[src/udc_pkg.sv]
// package: register map, field positions and reset values of the dma channel control
`default_nettype none
package udc_pkg;
    // channel counts: two transmit then two receive channels
    localparam int unsigned TX_N    = 2;
    localparam int unsigned RX_N    = 2;
    localparam int unsigned CH_N    = TX_N + RX_N;
    localparam int unsigned PTR_W   = 3;
    localparam int unsigned REG_W   = 8;
    localparam int unsigned ADR_W   = 8;
    localparam int unsigned DAT_W   = 32;

    // byte offsets on the register bus
    localparam logic [7:0] OFS_TX_STAT0 = 8'h00; // tx status, ch0; ch1 follows
    localparam logic [7:0] OFS_DEF0     = 8'h08; // definition, ch0..ch3 follow
    localparam logic [7:0] OFS_IRQ_STAT = 8'h18;
    localparam logic [7:0] OFS_IRQ_MASK = 8'h1C;
    localparam logic [7:0] OFS_TX_COMP  = 8'h20; // tx time-out flags

    // definition register fields, then the tx status partial-packet flag bit
    localparam int unsigned BIT_EN    = 7;
    localparam int unsigned BIT_INE   = 6;
    localparam int unsigned BIT_CNT   = 5;
    localparam int unsigned BIT_XY    = 4;
    localparam int unsigned BIT_GUARD = 3;
    localparam int unsigned BIT_PARTIAL_PACKET_FLAG  = 0;

    // reset values
    localparam logic [7:0] DEF_RST   = 8'h08;
    localparam logic [7:0] STAT_RST  = 8'h00;
    localparam logic [3:0] IRQ_RST   = 4'h0;
    localparam logic [2:0] PTR_RST   = 3'h0;
endpackage
`default_nettype wire

[src/udc_top.sv]
// dma channel control: wishbone registers, four channels, interrupt
`timescale 1ns/10ps
`default_nettype none
module udc_top
    import udc_pkg::*;
(
    input  wire logic                  clk,
    input  wire logic                  reset_n,
    input  wire logic                  wb_cyc_i,
    input  wire logic                  wb_stb_i,
    input  wire logic                  wb_we_i,
    input  wire logic [ADR_W-1:0]      wb_adr_i,
    input  wire logic [3:0]            wb_sel_i,
    input  wire logic [DAT_W-1:0]      wb_dat_i,
    output logic      [DAT_W-1:0]      wb_dat_o,
    output logic                       wb_ack_o,
    output logic                       irq_o,
    input  wire logic [TX_N-1:0]       tx_partial_det,
    input  wire logic [TX_N-1:0]       tx_count_zero,
    input  wire logic [TX_N-1:0]       tx_timeout,
    input  wire logic [RX_N-1:0]       rx_count_zero,
    input  wire logic [RX_N-1:0]       rx_uart_err,
    input  wire logic [RX_N-1:0]       rx_timeout,
    input  wire logic [CH_N-1:0]       ubm_sel_we,
    input  wire logic [CH_N-1:0]       ubm_sel_val,
    output logic      [CH_N-1:0]       chan_en_o,
    output logic      [CH_N-1:0]       chan_cont_o,
    output logic      [CH_N-1:0]       chan_sel_o,
    output logic      [CH_N*PTR_W-1:0] chan_ptr_o,
    output logic      [CH_N-1:0]       descr_update_o
);
    logic             ack_r;
    logic [DAT_W-1:0] dat_r;
    logic [3:0]       irq_stat_r;
    logic [3:0]       irq_stat_nxt;
    logic [3:0]       irq_mask_r;
    logic             irq_r;
    logic [REG_W-1:0] def_val [CH_N];
    logic [REG_W-1:0] stat_val [TX_N];
    logic [CH_N-1:0]  def_hit;
    logic [CH_N-1:0]  def_we;
    logic [CH_N-1:0]  ch_ine;
    logic [CH_N-1:0]  ch_stop;
    logic [CH_N-1:0]  ch_supp;
    logic [CH_N-1:0]  ch_sel_we;
    logic [CH_N-1:0]  ch_sel_wd;
    logic [CH_N-1:0]  ch_irq_ev;
    logic [TX_N-1:0]  stat_hit;
    logic [TX_N-1:0]  stat_we;
    logic [TX_N-1:0]  tx_partial_packet_flag;
    logic [TX_N-1:0]  tx_tmo;
    logic [REG_W-1:0] rd_or [CH_N+TX_N+1];
    logic             req;
    logic             wr_fire;
    logic             irq_stat_hit;
    logic             irq_mask_hit;
    logic             comp_hit;
    logic [REG_W-1:0] rd_mux;

    // bus request and write strobe; a write lands on the edge the master
    // samples ack, so the register never changes ahead of the handshake
    assign req     = wb_cyc_i & wb_stb_i;
    assign wr_fire = req & wb_we_i & ack_r & wb_sel_i[0];

    // address decode of the fixed registers
    assign irq_stat_hit = wb_adr_i[7:2] == OFS_IRQ_STAT[7:2];
    assign irq_mask_hit = wb_adr_i[7:2] == OFS_IRQ_MASK[7:2];
    assign comp_hit     = wb_adr_i[7:2] == OFS_TX_COMP[7:2];

    // per channel: decode, register and halt conditions
    generate
        for (genvar g = 0; g < CH_N; g++) begin : g_ch
            assign def_hit[g] = wb_adr_i[7:2] == OFS_DEF0[7:2] + 6'(g);
            assign def_we[g]  = wr_fire & def_hit[g];
            assign rd_or[g+1] = rd_or[g] | (def_hit[g] ? def_val[g] : 8'h00);
            if (g < TX_N) begin : g_tx
                // without the interrupt the channel rides over errors
                assign ch_stop[g] = tx_count_zero[g] |
                                    (ch_ine[g] & (tx_partial_det[g] |
                                                  tx_timeout[g]));
                assign ch_supp[g]   = 1'b0;
                assign ch_sel_we[g] = stat_we[g];
                assign ch_sel_wd[g] = wb_dat_i[BIT_XY];
            end else begin : g_rx
                assign ch_stop[g] = (~chan_cont_o[g] &
                                     rx_count_zero[g-TX_N]) |
                                    rx_uart_err[g-TX_N] |
                                    (ch_ine[g] & rx_timeout[g-TX_N]);
                // the uart reports its own error; no dma interrupt
                assign ch_supp[g]   = rx_uart_err[g-TX_N];
                assign ch_sel_we[g] = 1'b0;
                assign ch_sel_wd[g] = 1'b0;
            end
            udc_def_reg u_def (
                .clk          (clk),
                .reset_n      (reset_n),
                .reg_we       (def_we[g]),
                .reg_wdata    (wb_dat_i[REG_W-1:0]),
                .sel_we       (ch_sel_we[g]),
                .sel_wdata    (ch_sel_wd[g]),
                .ubm_sel_we   (ubm_sel_we[g]),
                .ubm_sel_val  (ubm_sel_val[g]),
                .stop_req     (ch_stop[g]),
                .irq_suppress (ch_supp[g]),
                .def_val      (def_val[g]),
                .en           (chan_en_o[g]),
                .completion_irq_enable          (ch_ine[g]),
                .cont         (chan_cont_o[g]),
                .buf_sel      (chan_sel_o[g]),
                .ptr          (chan_ptr_o[g*PTR_W +: PTR_W]),
                .irq_event    (ch_irq_ev[g]),
                .descr_update (descr_update_o[g])
            );
        end
        for (genvar t = 0; t < TX_N; t++) begin : g_st
            assign stat_hit[t] = wb_adr_i[7:2] == OFS_TX_STAT0[7:2] + 6'(t);
            assign stat_we[t]  = wr_fire & stat_hit[t];
            assign rd_or[CH_N+t+1] = rd_or[CH_N+t] |
                                     (stat_hit[t] ? stat_val[t] : 8'h00);
            udc_tx_stat u_stat (
                .clk          (clk),
                .reset_n      (reset_n),
                .stat_we      (stat_we[t]),
                .partial_packet_flag_clr     (wb_dat_i[BIT_PARTIAL_PACKET_FLAG]),
                .comp_clr     (wr_fire & comp_hit & wb_dat_i[t]),
                .partial_det  (tx_partial_det[t]),
                .timeout_det  (tx_timeout[t]),
                .buf_sel      (chan_sel_o[t]),
                .stat_val     (stat_val[t]),
                .partial_packet_flag         (tx_partial_packet_flag[t]),
                .timeout_flag (tx_tmo[t])
            );
        end
    endgenerate

    // read selection; unmapped addresses read zero
    assign rd_or[0] = 8'h00;
    assign rd_mux = rd_or[CH_N+TX_N] |
                    (irq_stat_hit ? {4'h0, irq_stat_r} : 8'h00) |
                    (irq_mask_hit ? {4'h0, irq_mask_r} : 8'h00) |
                    (comp_hit ? {6'h00, tx_tmo} : 8'h00);

    // sticky events; a new event outranks a write-one clear
    assign irq_stat_nxt = ch_irq_ev |
        (irq_stat_r & ~((wr_fire & irq_stat_hit) ? wb_dat_i[3:0] : 4'h0));

    // bus answer: ack one cycle after the request, dropped the next
    always_ff @(posedge clk or negedge reset_n) begin
        if (!reset_n) begin
            ack_r <= 1'b0;
            dat_r <= 32'h0000_0000;
        end else begin
            ack_r <= req & ~ack_r;
            dat_r <= (req & ~ack_r) ? {24'h00_0000, rd_mux} : 32'h0000_0000;
        end
    end

    // interrupt status, mask and the level output
    always_ff @(posedge clk or negedge reset_n) begin
        if (!reset_n) begin
            irq_stat_r <= IRQ_RST;
            irq_mask_r <= IRQ_RST;
            irq_r      <= 1'b0;
        end else begin
            irq_stat_r <= irq_stat_nxt;
            if (wr_fire & irq_mask_hit) begin
                irq_mask_r <= wb_dat_i[3:0];
            end
            irq_r <= |(irq_stat_nxt &
                       ((wr_fire & irq_mask_hit) ? wb_dat_i[3:0] : irq_mask_r));
        end
    end

    assign wb_ack_o = ack_r;
    assign wb_dat_o = dat_r;
    assign irq_o    = irq_r;

    // checks on the channel behaviour
    a_partial_packet_flag_sets: assert property (@(posedge clk) disable iff (!reset_n)
        tx_partial_det[0] |=> tx_partial_packet_flag[0])
        else $error("partial packet flag not set");

    a_partial_packet_flag_w1c: assert property (@(posedge clk) disable iff (!reset_n)
        stat_we[0] && wb_dat_i[0] && !tx_partial_det[0] |=> !tx_partial_packet_flag[0])
        else $error("partial packet flag not cleared by one");

    a_partial_packet_flag_w0_keeps: assert property (@(posedge clk) disable iff (!reset_n)
        stat_we[0] && !wb_dat_i[0] && tx_partial_packet_flag[0] |=> tx_partial_packet_flag[0])
        else $error("partial packet flag lost on zero write");

    a_en_kept_noine: assert property (@(posedge clk) disable iff (!reset_n)
        chan_en_o[0] && !ch_ine[0] && tx_partial_det[0] &&
        !tx_count_zero[0] && !def_we[0] |=> chan_en_o[0])
        else $error("partial packet disabled channel without interrupt");

    a_short_pkt_code: assert property (@(posedge clk) disable iff (!reset_n)
        tx_partial_det[1] && !tx_timeout[1] |=> tx_partial_packet_flag[1] && !tx_tmo[1])
        else $error("short packet completion code wrong");

    a_sel_mirror: assert property (@(posedge clk) disable iff (!reset_n)
        stat_we[0] && !chan_cont_o[0] |=>
        chan_sel_o[0] == $past(wb_dat_i[4]) && stat_val[0][4] == chan_sel_o[0])
        else $error("status select not mirrored");

    a_ptr_load: assert property (@(posedge clk) disable iff (!reset_n)
        def_we[2] |=> chan_ptr_o[8:6] == $past(wb_dat_i[2:0]))
        else $error("descriptor pointer not loaded");

    a_guard_reads: assert property (@(posedge clk) disable iff (!reset_n)
        req && !wb_we_i && |def_hit && !ack_r |=> wb_ack_o && wb_dat_o[3])
        else $error("write guard bit did not read one");

    a_guard_keeps: assert property (@(posedge clk) disable iff (!reset_n)
        def_we[3] && wb_dat_i[3] && !(chan_cont_o[3] && ubm_sel_we[3])
        |=> $stable(chan_sel_o[3]))
        else $error("guarded write changed buffer select");

    a_burst_stop: assert property (@(posedge clk) disable iff (!reset_n)
        chan_en_o[2] && !chan_cont_o[2] && rx_count_zero[0] && !def_we[2]
        |=> !chan_en_o[2] && descr_update_o[2])
        else $error("burst receive did not stop");

    a_fall_irq: assert property (@(posedge clk) disable iff (!reset_n)
        chan_en_o[2] && ch_ine[2] && rx_count_zero[0] && !chan_cont_o[2]
        && !rx_uart_err[0] && !def_we[2] |-> ##2 irq_stat_r[2])
        else $error("completion interrupt missing");

    a_cont_sel: assert property (@(posedge clk) disable iff (!reset_n)
        chan_cont_o[3] && ubm_sel_we[3] |=> chan_sel_o[3] == $past(ubm_sel_val[3]))
        else $error("buffer manager select ignored");

    a_uart_silent: assert property (@(posedge clk) disable iff (!reset_n)
        chan_en_o[3] && rx_uart_err[1] && !def_we[3] |=> !ch_irq_ev[3])
        else $error("uart error raised dma interrupt");

    a_irq_level: assert property (@(posedge clk) disable iff (!reset_n)
        irq_o == |(irq_stat_r & irq_mask_r))
        else $error("interrupt output disagrees with status");

    c_partial_packet_flag_seen: cover property (@(posedge clk) disable iff (!reset_n)
        tx_partial_det[0] ##1 tx_partial_packet_flag[0]);
    c_burst_irq: cover property (@(posedge clk) disable iff (!reset_n)
        $fell(chan_en_o[2]) ##1 irq_stat_r[2] ##1 irq_o);
    c_cont_swap: cover property (@(posedge clk) disable iff (!reset_n)
        chan_cont_o[3] && $changed(chan_sel_o[3]));
    c_read_ack: cover property (@(posedge clk) disable iff (!reset_n)
        req && !wb_we_i ##1 wb_ack_o);
endmodule
`default_nettype wire

[src/udc_def_reg.sv]
// one channel definition register: enable, mode, buffer select, pointer
`timescale 1ns/10ps
`default_nettype none
module udc_def_reg
    import udc_pkg::*;
(
    input  wire logic             clk,
    input  wire logic             reset_n,
    input  wire logic             reg_we,
    input  wire logic [REG_W-1:0] reg_wdata,
    input  wire logic             sel_we,
    input  wire logic             sel_wdata,
    input  wire logic             ubm_sel_we,
    input  wire logic             ubm_sel_val,
    input  wire logic             stop_req,
    input  wire logic             irq_suppress,
    output logic      [REG_W-1:0] def_val,
    output logic                  en,
    output logic                  completion_irq_enable,
    output logic                  cont,
    output logic                  buf_sel,
    output logic      [PTR_W-1:0] ptr,
    output logic                  irq_event,
    output logic                  descr_update
);
    logic             en_r;
    logic             en_nxt;
    logic             ine_r;
    logic             cont_r;
    logic             xy_r;
    logic             xy_nxt;
    logic [PTR_W-1:0] ptr_r;
    logic             irq_event_r;
    logic             upd_r;
    logic             en_fall;

    // software start wins over a device halt in the same cycle
    assign en_nxt = reg_we ? reg_wdata[BIT_EN] : (stop_req ? 1'b0 : en_r);
    assign en_fall = en_r & ~en_nxt;

    // buffer manager owns the select in continuous mode; guard bit blocks the select
    // bit of definition register writes otherwise; tx status register writes are not blocked
    assign xy_nxt = (cont_r & ubm_sel_we) ? ubm_sel_val :
                    (reg_we & ~reg_wdata[BIT_GUARD]) ? reg_wdata[BIT_XY] :
                    sel_we ? sel_wdata :
                    xy_r;

    // register state
    always_ff @(posedge clk or negedge reset_n) begin
        if (!reset_n) begin
            en_r        <= DEF_RST[BIT_EN];
            ine_r       <= DEF_RST[BIT_INE];
            cont_r      <= DEF_RST[BIT_CNT];
            xy_r        <= DEF_RST[BIT_XY];
            ptr_r       <= PTR_RST;
            irq_event_r <= 1'b0;
            upd_r       <= 1'b0;
        end else begin
            en_r        <= en_nxt;
            xy_r        <= xy_nxt;
            irq_event_r <= en_fall & ine_r & ~irq_suppress;
            upd_r       <= en_r & stop_req & ~reg_we;
            if (reg_we) begin
                ine_r  <= reg_wdata[BIT_INE];
                cont_r <= reg_wdata[BIT_CNT];
                ptr_r  <= reg_wdata[PTR_W-1:0];
            end
        end
    end

    // guard bit is not stored: it always reads as one
    assign def_val = {en_r, ine_r, cont_r, xy_r, 1'b1, ptr_r};
    assign en           = en_r;
    assign completion_irq_enable          = ine_r;
    assign cont         = cont_r;
    assign buf_sel      = xy_r;
    assign ptr          = ptr_r;
    assign irq_event    = irq_event_r;
    assign descr_update = upd_r;
endmodule
`default_nettype wire

[src/udc_tx_stat.sv]
// transmit status: partial-packet flag and time-out completion flag
`timescale 1ns/10ps
`default_nettype none
module udc_tx_stat
    import udc_pkg::*;
(
    input  wire logic             clk,
    input  wire logic             reset_n,
    input  wire logic             stat_we,
    input  wire logic             partial_packet_flag_clr,
    input  wire logic             comp_clr,
    input  wire logic             partial_det,
    input  wire logic             timeout_det,
    input  wire logic             buf_sel,
    output logic      [REG_W-1:0] stat_val,
    output logic                  partial_packet_flag,
    output logic                  timeout_flag
);
    logic partial_packet_flag_r;
    logic partial_packet_flag_nxt;
    logic tmo_r;
    logic tmo_nxt;

    // detection wins over a software clear in the same cycle
    assign partial_packet_flag_nxt = partial_det | (partial_packet_flag_r & ~(stat_we & partial_packet_flag_clr));
    // a short packet ends the transfer without a time-out code
    assign tmo_nxt = timeout_det | (tmo_r & ~partial_det & ~comp_clr);

    // flag state
    always_ff @(posedge clk or negedge reset_n) begin
        if (!reset_n) begin
            partial_packet_flag_r <= STAT_RST[BIT_PARTIAL_PACKET_FLAG];
            tmo_r  <= 1'b0;
        end else begin
            partial_packet_flag_r <= partial_packet_flag_nxt;
            tmo_r  <= tmo_nxt;
        end
    end

    // unused bits read zero; bit 4 mirrors the channel's buffer select
    assign stat_val = {3'h0, buf_sel, 3'h0, partial_packet_flag_r};
    assign partial_packet_flag         = partial_packet_flag_r;
    assign timeout_flag = tmo_r;
endmodule
`default_nettype wire

[config.mk]
export PLATFORM = sky130hd
export DESIGN_NAME = udc_top
export DESIGN_NICKNAME = d
export VERILOG_FILES = /design/src/udc_pkg.sv /design/src/udc_top.sv /design/src/udc_def_reg.sv /design/src/udc_tx_stat.sv
export SDC_FILE = /design/constraint.sdc
export NUM_CORES = 1
export LEC_CHECK = 0
export BUFFER_PORTS_ARGS = -buffer_cell sky130_fd_sc_hd__clkbuf_2
export CAP_MARGIN = 15
export CORE_ASPECT_RATIO = 1.4
export CORE_MARGIN = 4
export CORE_UTILIZATION = 52
export CTS_CLUSTER_DIAMETER = 30
export CTS_CLUSTER_SIZE = 20
export DETAILED_ROUTE_END_ITERATION = 6
export PLACE_DENSITY_LB_ADDON = 0.15
export SYNTH_ARGS = -nofsm -noshare
export SYNTH_HDL_FRONTEND = slang
export SYNTH_SLANG_ARGS = --single-unit
[constraint.sdc]
create_clock -name clk -period 4.7 [get_ports clk]
set_input_delay 0.47 -clock clk [delete_from_list [all_inputs] [get_ports clk]]
set_output_delay 0.47 -clock clk [all_outputs]
set_load 0.01 [all_outputs]
==> impl_metrics.py, run 1 <==
metrics = {
    "outcome": {
        "outcome": "finished with violations",
        "violations": "design-rule violations",
    },
    "synth": {
        "ys.warnings.count": 0,
        "yosysSeqAreaShare_pct": 46.4,
        "synth-edff-count": 0,
        "synth_area_leader_cell": "dfrtp_1",
        "synth_area_um2": 3130,
        "ys_async_sr_fraction_pct": 100,
        "synth_top_area_share_pct": 46.4,
        "yosysMostFrequentCell": "nand2_1",
        "synthCells": 317,
        "synth.area.top_cells": "dfrtp_1, buf_4, nand2_1",
        "synth_commonest_cells": "nand2_1, dfrtp_1, buf_4",
        "synth_cell_types": 44,
        "syn_avg_cell_area_um2": 9.87,
        "ys_seq_elements": 58,
        "synth_flop_cell": "dfrtp_1",
    },
    "clock_tree": {
        "cts-hold-fix-buffers": 0,
        "clockRootBuffer": "clkbuf_8",
        "clk_pin_slew_ns": 0.06,
        "cts_resized": 0,
        "htree_levels": 3,
        "clockBufferDepth": 2,
        "cts_buffers": 9,
        "cts_sinks": 58,
        "tritoncts": "built",
        "insertion_delay_ns": 0.33,
        "cts_setup_buffers": 0,
    },
    "floorplanning": {
        "die_w_um": 73.6,
        "die_h_um": 99.8,
        "pin_count": 131,
        "core_area_um2": 5860,
        "die-area_um2": 7340,
        "num_rows": 33,
        "initial_core_util_pct": 53.4,
    },
    "critical_path": {
        "path_class": "in2reg",
        "end_kind": "flip-flop",
        "start_kind": "input port",
        "rrSetupSlack_ns": 2.75,
        "crit_arrival_ns": 2.19,
        "crit_required_ns": 4.92,
        "reg2reg_from": "wb_ack_o",
        "crit_fanout": 11,
        "rr_endpoint": "g_ch[2].u_def.irq_event",
        "setup.worst_path.start": "wb_adr_i[5]",
        "rr_worst_depth": 5,
    },
    "timing": {
        "slew_violations": 0,
        "finalHoldViolations": 0,
        "fin_skew_ns": 0.00562,
        "grt_setup_unrepaired": "false",
        "setup_tns_ns": 0,
        "setup_viol": 0,
        "slew_headroom_pct": 51.1,
        "fin_crit_ns": 1.96,
        "fmax_mhz": 509,
        "fin_crit_sh_pct": 41.8,
        "holdWs_ns": 0.293,
        "worst_pin_slew_ns": 0.734,
    },
    "drt": {
        "drc": 1,
        "wl_um": 7230,
        "firstDrtPassIters": 6,
        "viasPerCell": 5.36,
        "detail_route.iter0.violations": 172,
        "wl_per_cell_um": 16.0,
        "vias": 2418,
        "antenna_left": 0,
    },
    "run": {
        "maxCapViolations": 0,
    },
    "cells_and_area": {
        "area_growth_pct": 11.5,
        "nets": 446,
        "diodes": 0,
        "drive_above_1_share_pct": 32.0,
    },
    "place": {
        "hpwl_um": 5340,
        "io_buffers": 77,
        "place_congestion": 0.816,
    },
    "grt": {
        "antenna_found_initial": 0,
        "grt_use_total_pct": 21.2,
        "gr-total-overflow": 0,
        "grt_pass1_wl_um": 11900,
        "grt_max_degree": 59,
        "grt_pass1_vias": 2385,
    },
    "pwr": {
        "p_int_w": 0.000780,
        "p_switching_w": 0.000249,
        "pwr-share-seq_pct": 49.7,
        "sw_frac_of_total_pct": 24.2,
        "ir_drop_v": 0.000169,
        "p_comb_share_pct": 8.4,
        "power.density_nw_per_um2": 295,
        "leakagePower_nw": 1.85,
        "p_clk_share_pct": 41.9,
    },
    "hold_path": {
        "min-delay-path-class": "in2async",
    },
}
==> stage by stage <==
step / worst slack (ns) / utilization [%] / area [um^2] / total power, W / instances
6_report: 2.74 / 59.5 / 3490 / 0.00103 / 451
4_1_cts: 2.73 / 59.5 / 3490 / 0.00104 / 451
5_1_grt: 2.63 / 59.5 / 3490 / 0.00107 / 451
3_3_place_gp: 2.40 / 56.3 / 3300 / 0.000606 / 436
3_5_place_dp: 2.40 / 56.3 / 3300 / 0.000607 / 436
2_1_floorplan: 2.90 / - / 3220 / 0.000579 / 340
==> logic make-up (layout without fill, tap and decap cells) <==
kind of cell / count (synthesis) / count (layout) / synth area share, %
and+or+nand+nor: 118 / 118 / 19.3
buffers and inverters: 61 / 102 / 13.8
DFF: 58 / 58 / 46.4
AOI/OAI and AO/OA: 57 / 57 / 11.9
muxes: 22 / 22 / 8.52
other: 1 / 24 / 0.120
==> per-layer routing <==
layer	vias to the layer above	share of wire, %	GRT usage (%)
met2	89	52	36.2
met4	0	1.3	6.42
met1	1165	40	27.2
met5	-	0	0
li1	1155	-	-
met3	9	6.5	3.61
==> layout by cell type, fill, tap and decap left out, drive strengths merged, types with 2 or more instances in the layout <==
master / count
mux2i: 6
mux2: 14
inv: 8
o22ai: 6
mux4: 2
a21oi: 15
a21o: 3
dfrtp: 58
o211ai: 4
nor4: 2
o21ai: 9
clkinv: 2
a31o: 2
nor2: 10
nand4: 8
a22oi: 11
nor2b: 3
o22a: 2
nand3: 5
clkbuf: 90
a31oi: 2
and2: 7
conb: 24
and3: 5
buf: 2
nand2b: 5
nand2: 67
==> worst max-delay path, cell delays in order <==
cell and delay (ns):
clkbuf_2 0.12, nor4b_2 0.27, buf_4 0.23, and3_1 0.34
and2_1 0.38, nor2_1 0.11, a2111oi_2 0.27
==> state kept, by name, indices dropped and copies added, names as in the netlist <==
register	count
g_ch.u_def.ptr	12
wb_dat_o	8
g_ch.u_def.buf_sel	4
g_ch.u_def.completion_irq_enable	4
g_ch.u_def.cont	4
g_ch.u_def.descr_update	4
g_ch.u_def.en	4
g_ch.u_def.irq_event	4
irq_mask_r	4
irq_stat_r	4
g_st.u_stat.partial_packet_flag	2
g_st.u_stat.timeout_flag	2
irq_o	1
wb_ack_o	1
==> layout make-up <==
class	count	area (um^2)
fill	524	2370
sequential	58	1450
multi-input combinational	221	1330
timing repair buffer	79	400
clock buffer	13	179
tap	70	87.6
inverter	8	30.0
clock inverter	2	10.0
==> how the worst max path moves through the flow <==
stage	slack [ns]	cells past startpoint	endpoint
floorplan	2.90	7	g_ch[2].u_def.irq_event
global placement	2.40	7	g_ch[2].u_def.irq_event
detailed placement	2.40	7	g_ch[2].u_def.irq_event
CTS	2.73	7	g_ch[2].u_def.irq_event
global route	2.63	6	g_st[1].u_stat.timeout_flag
finish	2.74	7	g_ch[2].u_def.irq_event
==> power groups by stage <==
stage | registers (W) | logic (W) | clock network, W
6_report | 0.000512 | 0.0000862 | 0.000432
3_5_place_dp | 0.000521 | 0.0000862 | 0
2_1_floorplan | 0.000520 | 0.0000590 | 0
3_3_place_gp | 0.000520 | 0.0000857 | 0
4_1_cts | 0.000511 | 0.0000868 | 0.000438
5_1_grt | 0.000512 | 0.0000966 | 0.000462
Power figures use the tool's default switching activity.
==> run 2, diff against run 1 <==
CORE_UTILIZATION = 44   (was 52)
clock period = 1.7 ns   (was 4.7 ns; I/O delays follow)
==> run 2 against run 1 <==
Against the previous run:
- the flow now finishes without violations
- first-iteration DRC count fell by 23%
- combinational power rose to 3.1 times the previous value
- routed wire length rose by 6.6%
- critical path type is now reg2reg
- critical endpoint unchanged
==> impl_metrics.py, run 2 (synthesis gave the netlist of run 1 again) <==
metrics = {
    "floorplanning": {
        "die_w_um": 79.3,
        "initial_core_util_pct": 45.1,
        "die-area_um2": 8540,
        "num_rows": 36,
        "pin_count": 131,
        "core_area_um2": 6940,
        "die_h_um": 108,
    },
    "drt": {
        "viasPerCell": 4.94,
        "antenna_left": 0,
        "firstDrtPassIters": 4,
        "wl_per_cell_um": 15.3,
        "wl_um": 7720,
        "detail_route.iter0.violations": 132,
        "vias": 2490,
        "drc": 0,
    },
    "grt": {
        "gr-total-overflow": 0,
        "antenna_found_initial": 0,
        "grt_max_degree": 59,
        "busiest_layer": "met2",
        "met2_usage_pct": 31.9,
        "grt_pass1_wl_um": 12300,
        "globalRouteMet3Util_pct": 3.94,
        "grt_pass1_vias": 2510,
        "grt.met1_usage_pct": 23.6,
        "grt_use_total_pct": 19.2,
    },
    "critical_path": {
        "crit_fanout": 5,
        "crit_buf_inv": 0,
        "rrSetupSlack_ns": 0.13,
        "crit_arrival_ns": 1.81,
        "start_kind": "flip-flop",
        "cp.depth": 5,
        "cp_top_family": "simple AND/OR/NAND/NOR gates",
        "path_class": "reg2reg",
        "setup.worst_path.start": "wb_ack_o",
        "crit_chain": "and4_4, and3_4, and2_1, nor2_1, a2111oi_4",
        "rr_worst_depth": 5,
        "end_kind": "flip-flop",
        "critPathSlowestCell": "dfrtp_1",
        "cpPeakStageDelay_ns": 0.36,
        "reg2reg_from": "wb_ack_o",
        "crit_required_ns": 1.94,
    },
    "place": {
        "io_buffers": 77,
        "place_congestion": 0.830,
        "hpwl_um": 5860,
    },
    "hold_path": {
        "holdCritStartpoint": "rx_uart_err[0]",
        "min-delay-path-class": "in2reg",
        "whs_path_depth": 2,
    },
    "cells_and_area": {
        "nets": 473,
        "drive_above_1_share_pct": 35.7,
        "area_growth_pct": 19.9,
        "diodes": 0,
        "fillers": 694,
        "largest_reg_flops": 12,
        "final_common_cell": "clkbuf_2",
        "final_cell_mix": "clkbuf_2, nand2_1, dfrtp_1, buf_4, conb_1",
    },
    "clock_tree": {
        "htree_levels": 3,
        "tritoncts": "built",
        "clockBufferDepth": 2,
        "cts_sinks": 58,
        "cts_buffers": 9,
        "insertion_delay_ns": 0.34,
        "clockRootBuffer": "clkbuf_8",
        "clk_pin_slew_ns": 0.06,
    },
    "run": {
        "maxCapViolations": 0,
    },
    "timing": {
        "grt_setup_unrepaired": "false",
        "slew_headroom_pct": 66.8,
        "setup_viol": 0,
        "fin_crit_ns": 1.57,
        "worst_pin_slew_ns": 0.496,
        "slew_violations": 0,
        "fmax_mhz": 635,
        "fin_skew_ns": 0.00463,
        "finalHoldViolations": 0,
        "fin_crit_sh_pct": 92.6,
        "holdWs_ns": 0.0296,
        "setup_tns_ns": 0,
    },
    "outcome": {
        "outcome": "finished clean",
    },
    "pwr": {
        "ir_drop_v": 0.000390,
        "power.density_nw_per_um2": 769,
        "leakagePower_nw": 1.98,
    },
}
[run 2: layout make-up]
| type | count | area (um^2) | area share [%] |
|---|---|---|---|
| Tap cell | 95 | 119 | 3.17 |
| Clock buffer | 13 | 139 | 3.70 |
| Multi-Input combinational cell | 221 | 1350 | 36.0 |
| Sequential cell | 58 | 1450 | 38.7 |
| Inverter | 8 | 30.0 | 0.801 |
| Clock inverter | 3 | 40.0 | 1.07 |
| Timing Repair Buffer | 106 | 621 | 16.5 |
[run 2: worst paths after layout]
check / end
worst max-delay path: g_ch[2].u_def.irq_event
worst min-delay path: g_ch[2].u_def.irq_event
worst max register to register: g_ch[2].u_def.irq_event
worst min register to register: irq_stat_r[3]
max in group asynchronous: g_ch[2].u_def.irq_event
min in group asynchronous: wb_dat_o[1]
[run 2: where the power goes]
group	total [W]	internal, W	switching, W
Combinational	0.000267	0.000102	0.000165
Clock	0.00120	0.000674	0.000530
Sequential	0.00141	0.00140	0.0000146
[run 2: what timing repair did]
| action | 4_1_cts | 5_1_grt |
|---|---|---|
| hold buffers | 2 | 0 |
| buffers inserted | 0 | 0 |
| gates resized for setup | 0 | 2 |
| setup endpoints to repair | 0 | 2 |
| hold endpoints to repair | 59 | 0 |
[run 2: per-stage QoR]
| step | std cells | util, % | area, um^2 | setup WS, ns | power (W) |
|---|---|---|---|---|---|
| after global placement | 486 | 51.2 | 3550 | 0.0359 | 0.00170 |
| after CTS | 504 | 54.0 | 3750 | 0.0222 | 0.00292 |
| after global routing | 504 | 54.1 | 3750 | 0.0240 | 0.00299 |
| final | 504 | 54.1 | 3750 | 0.126 | 0.00289 |
| after floorplan | 340 | - | 3240 | 0.0115 | 0.00160 |
| after detailed placement | 486 | 51.2 | 3550 | 0.0219 | 0.00170 |
[run 2: routing by layer]
metal	vias to the layer above	routed length [um]
met5	-	0
met4	0	182
met3	12	383
met2	86	3950
met1	1188	3190
li1	1204	-
==> run 3, diff against run 2 <==
GPL_TIMING_DRIVEN = 0   (was default)
PLACE_DENSITY = 0.86   (was default)
PLACE_DENSITY_LB_ADDON = default   (was 0.15)
==> run 3 against run 2 <==
Against the previous run:
- the run now ends with negative setup slack left
- clock power is 26% higher
- sequential cell count stayed put
- combinational power is 15% higher
- count of clock-buffer cells in the layout is 3 lower
- die area stayed put
- total power is 12% higher
- critical endpoint unchanged
- largest cell class unchanged
- largest power group is now clock
- highest routed layer unchanged
==> impl_metrics.py, run 3 (synthesis gave the netlist of run 1 again) <==
metrics = {
    "floorplanning": {
        "die_h_um": 108,
        "num_rows": 36,
        "die_w_um": 79.3,
        "core_area_um2": 6940,
        "pin_count": 131,
        "initial_core_util_pct": 45.1,
        "die-area_um2": 8540,
    },
    "cells_and_area": {
        "area_growth_pct": 27.9,
        "diodes": 0,
        "largest_reg_flops": 12,
        "finalNonFillerCells": 529,
        "drive_above_1_share_pct": 40.3,
        "final_cell_mix": "clkbuf_2, nand2_1, dfrtp_1, buf_4, conb_1",
        "nets": 498,
        "final_common_cell": "clkbuf_2",
    },
    "timing": {
        "fin_crit_sh_pct": 100,
        "fmax_mhz": 587,
        "grt_setup_unrepaired": "true",
        "setup_ws_ns": -0.00259,
        "worst_pin_slew_ns": 0.802,
        "slew_violations": 0,
        "fin_crit_ns": 1.70,
        "setup_tns_ns": -0.00259,
        "setup_viol": 1,
        "slew_headroom_pct": 46.5,
        "finalHoldViolations": 0,
        "fin_skew_ns": 0.00687,
    },
    "critical_path": {
        "critPathSlowestCell": "dfrtp_1",
        "crit_chain": "and4_1, buf_6, and3_4, buf_6, and2_4, buf_6, a2111oi_4",
        "path_class": "reg2reg",
        "end_kind": "flip-flop",
        "cp_common_cell": "buf_6",
        "start_kind": "flip-flop",
        "crit_required_ns": 1.94,
        "rr_worst_depth": 7,
        "rr_endpoint": "g_ch[2].u_def.irq_event",
        "reg2reg_from": "wb_ack_o",
        "rrSetupSlack_ns": -0.003,
        "crit_fanout": 7,
        "cpPeakStageDelay_ns": 0.37,
        "crit_arrival_ns": 1.94,
    },
    "place": {
        "place_congestion": 0.850,
        "io_buffers": 76,
        "hpwl_um": 6060,
        "dp_cells": 511,
    },
    "run": {
        "maxCapViolations": 0,
    },
    "hold_path": {
        "holdCritStartpoint": "rx_uart_err[1]",
        "min-delay-path-class": "in2reg",
        "min_to": "g_ch[3].u_def.irq_event",
        "whs_path_depth": 2,
    },
    "clock_tree": {
        "tritoncts": "built",
        "insertion_delay_ns": 0.34,
        "cts_buffers": 9,
        "cts_sinks": 58,
        "htree_levels": 3,
        "clk_pin_slew_ns": 0.06,
        "clockRootBuffer": "clkbuf_8",
        "clockBufferDepth": 2,
    },
    "drt": {
        "firstDrtPassIters": 5,
        "vias": 2675,
        "drc": 0,
        "wl_per_cell_um": 15.6,
        "viasPerCell": 5.06,
        "detail_route.iter0.violations": 264,
        "wl_um": 8250,
        "antenna_left": 0,
    },
    "outcome": {
        "outcome": "finished with violations",
        "violations": "negative setup slack",
    },
    "grt": {
        "gr-total-overflow": 0,
        "grt_pass1_wl_um": 12600,
        "grt_use_total_pct": 19.5,
        "antenna_found_initial": 0,
        "grt_max_degree": 59,
        "grt_pass1_vias": 2625,
    },
    "pwr": {
        "power.density_nw_per_um2": 809,
        "ir_drop_v": 0.000516,
        "leakagePower_nw": 2.15,
    },
}
==> run 3: timing repair <==
item,CTS,global route
hold endpoints to repair,58,0
resized for setup,1,3
setup endpoints to repair,19,2
pin swaps,1,2
hold buffers,1,0
buffers inserted,1,1
==> run 3: where the power goes <==
part           internal, W  total (W)  switching, W
clock             0.000966    0.00151      0.000549
sequential         0.00140    0.00141     0.0000152
combinational     0.000133   0.000308      0.000176
==> run 3: cell type report <==
| cell class | instances | area, um^2 |
|---|---|---|
| Tap cell | 95 | 119 |
| Timing Repair Buffer | 79 | 408 |
| Inverter | 8 | 30.0 |
| Multi-Input combinational cell | 221 | 1360 |
| Clock inverter | 6 | 105 |
| Clock buffer | 10 | 128 |
| Sequential cell | 58 | 1450 |
| Fill cell | 645 | 2940 |
| Buffer | 52 | 403 |
==> run 3: worst max path at each step <==
| stage | start | slack, ns | to |
|---|---|---|---|
| 2_1_floorplan | wb_ack_o | 0.01 | g_ch[2].u_def.irq_event |
| 3_3_place_gp | wb_adr_i[5] | -0.14 | irq_o |
| 3_5_place_dp | wb_adr_i[5] | -0.22 | irq_o |
| 4_1_cts | wb_ack_o | 0.007 | g_ch[2].u_def.irq_event |
| 5_1_grt | wb_ack_o | -0.07 | g_ch[3].u_def.buf_sel |
| 6_report | wb_ack_o | -0.003 | g_ch[2].u_def.irq_event |
==> run 3: critical path, delay by kind of cell, from the launching register on <==
family                 cells  cell delay (ns)
buffers and inverters      3             0.39
AO/OA/AOI/OAI              1             0.33
AND/OR/NAND/NOR            3             0.50
flip-flops                 1             0.37
==> run 3: per-layer routing <==
| metal | up-vias | GRT usage (%) | wire length, um |
|---|---|---|---|
| met5 | - | 0 | 0 |
| met4 | 0 | 9.46 | 239 |
| li1 | 1254 | - | - |
| met3 | 17 | 4.36 | 537 |
| met2 | 115 | 34.6 | 4340 |
| met1 | 1289 | 21.7 | 3130 |
==> run 3: stage by stage <==
step	area, um^2	total power (W)	util, %	worst slack, ns	hold slack [ns]
floorplan	3240	0.00160	-	0.0115	-0.126
global placement	3740	0.00173	53.9	-0.139	0.358
detailed placement	3740	0.00174	53.9	-0.219	0.325
CTS	3990	0.00326	57.5	0.00735	0.000712
global route	4000	0.00335	57.7	-0.0748	0.0111
finish	4000	0.00324	57.7	-0.00259	0.0148
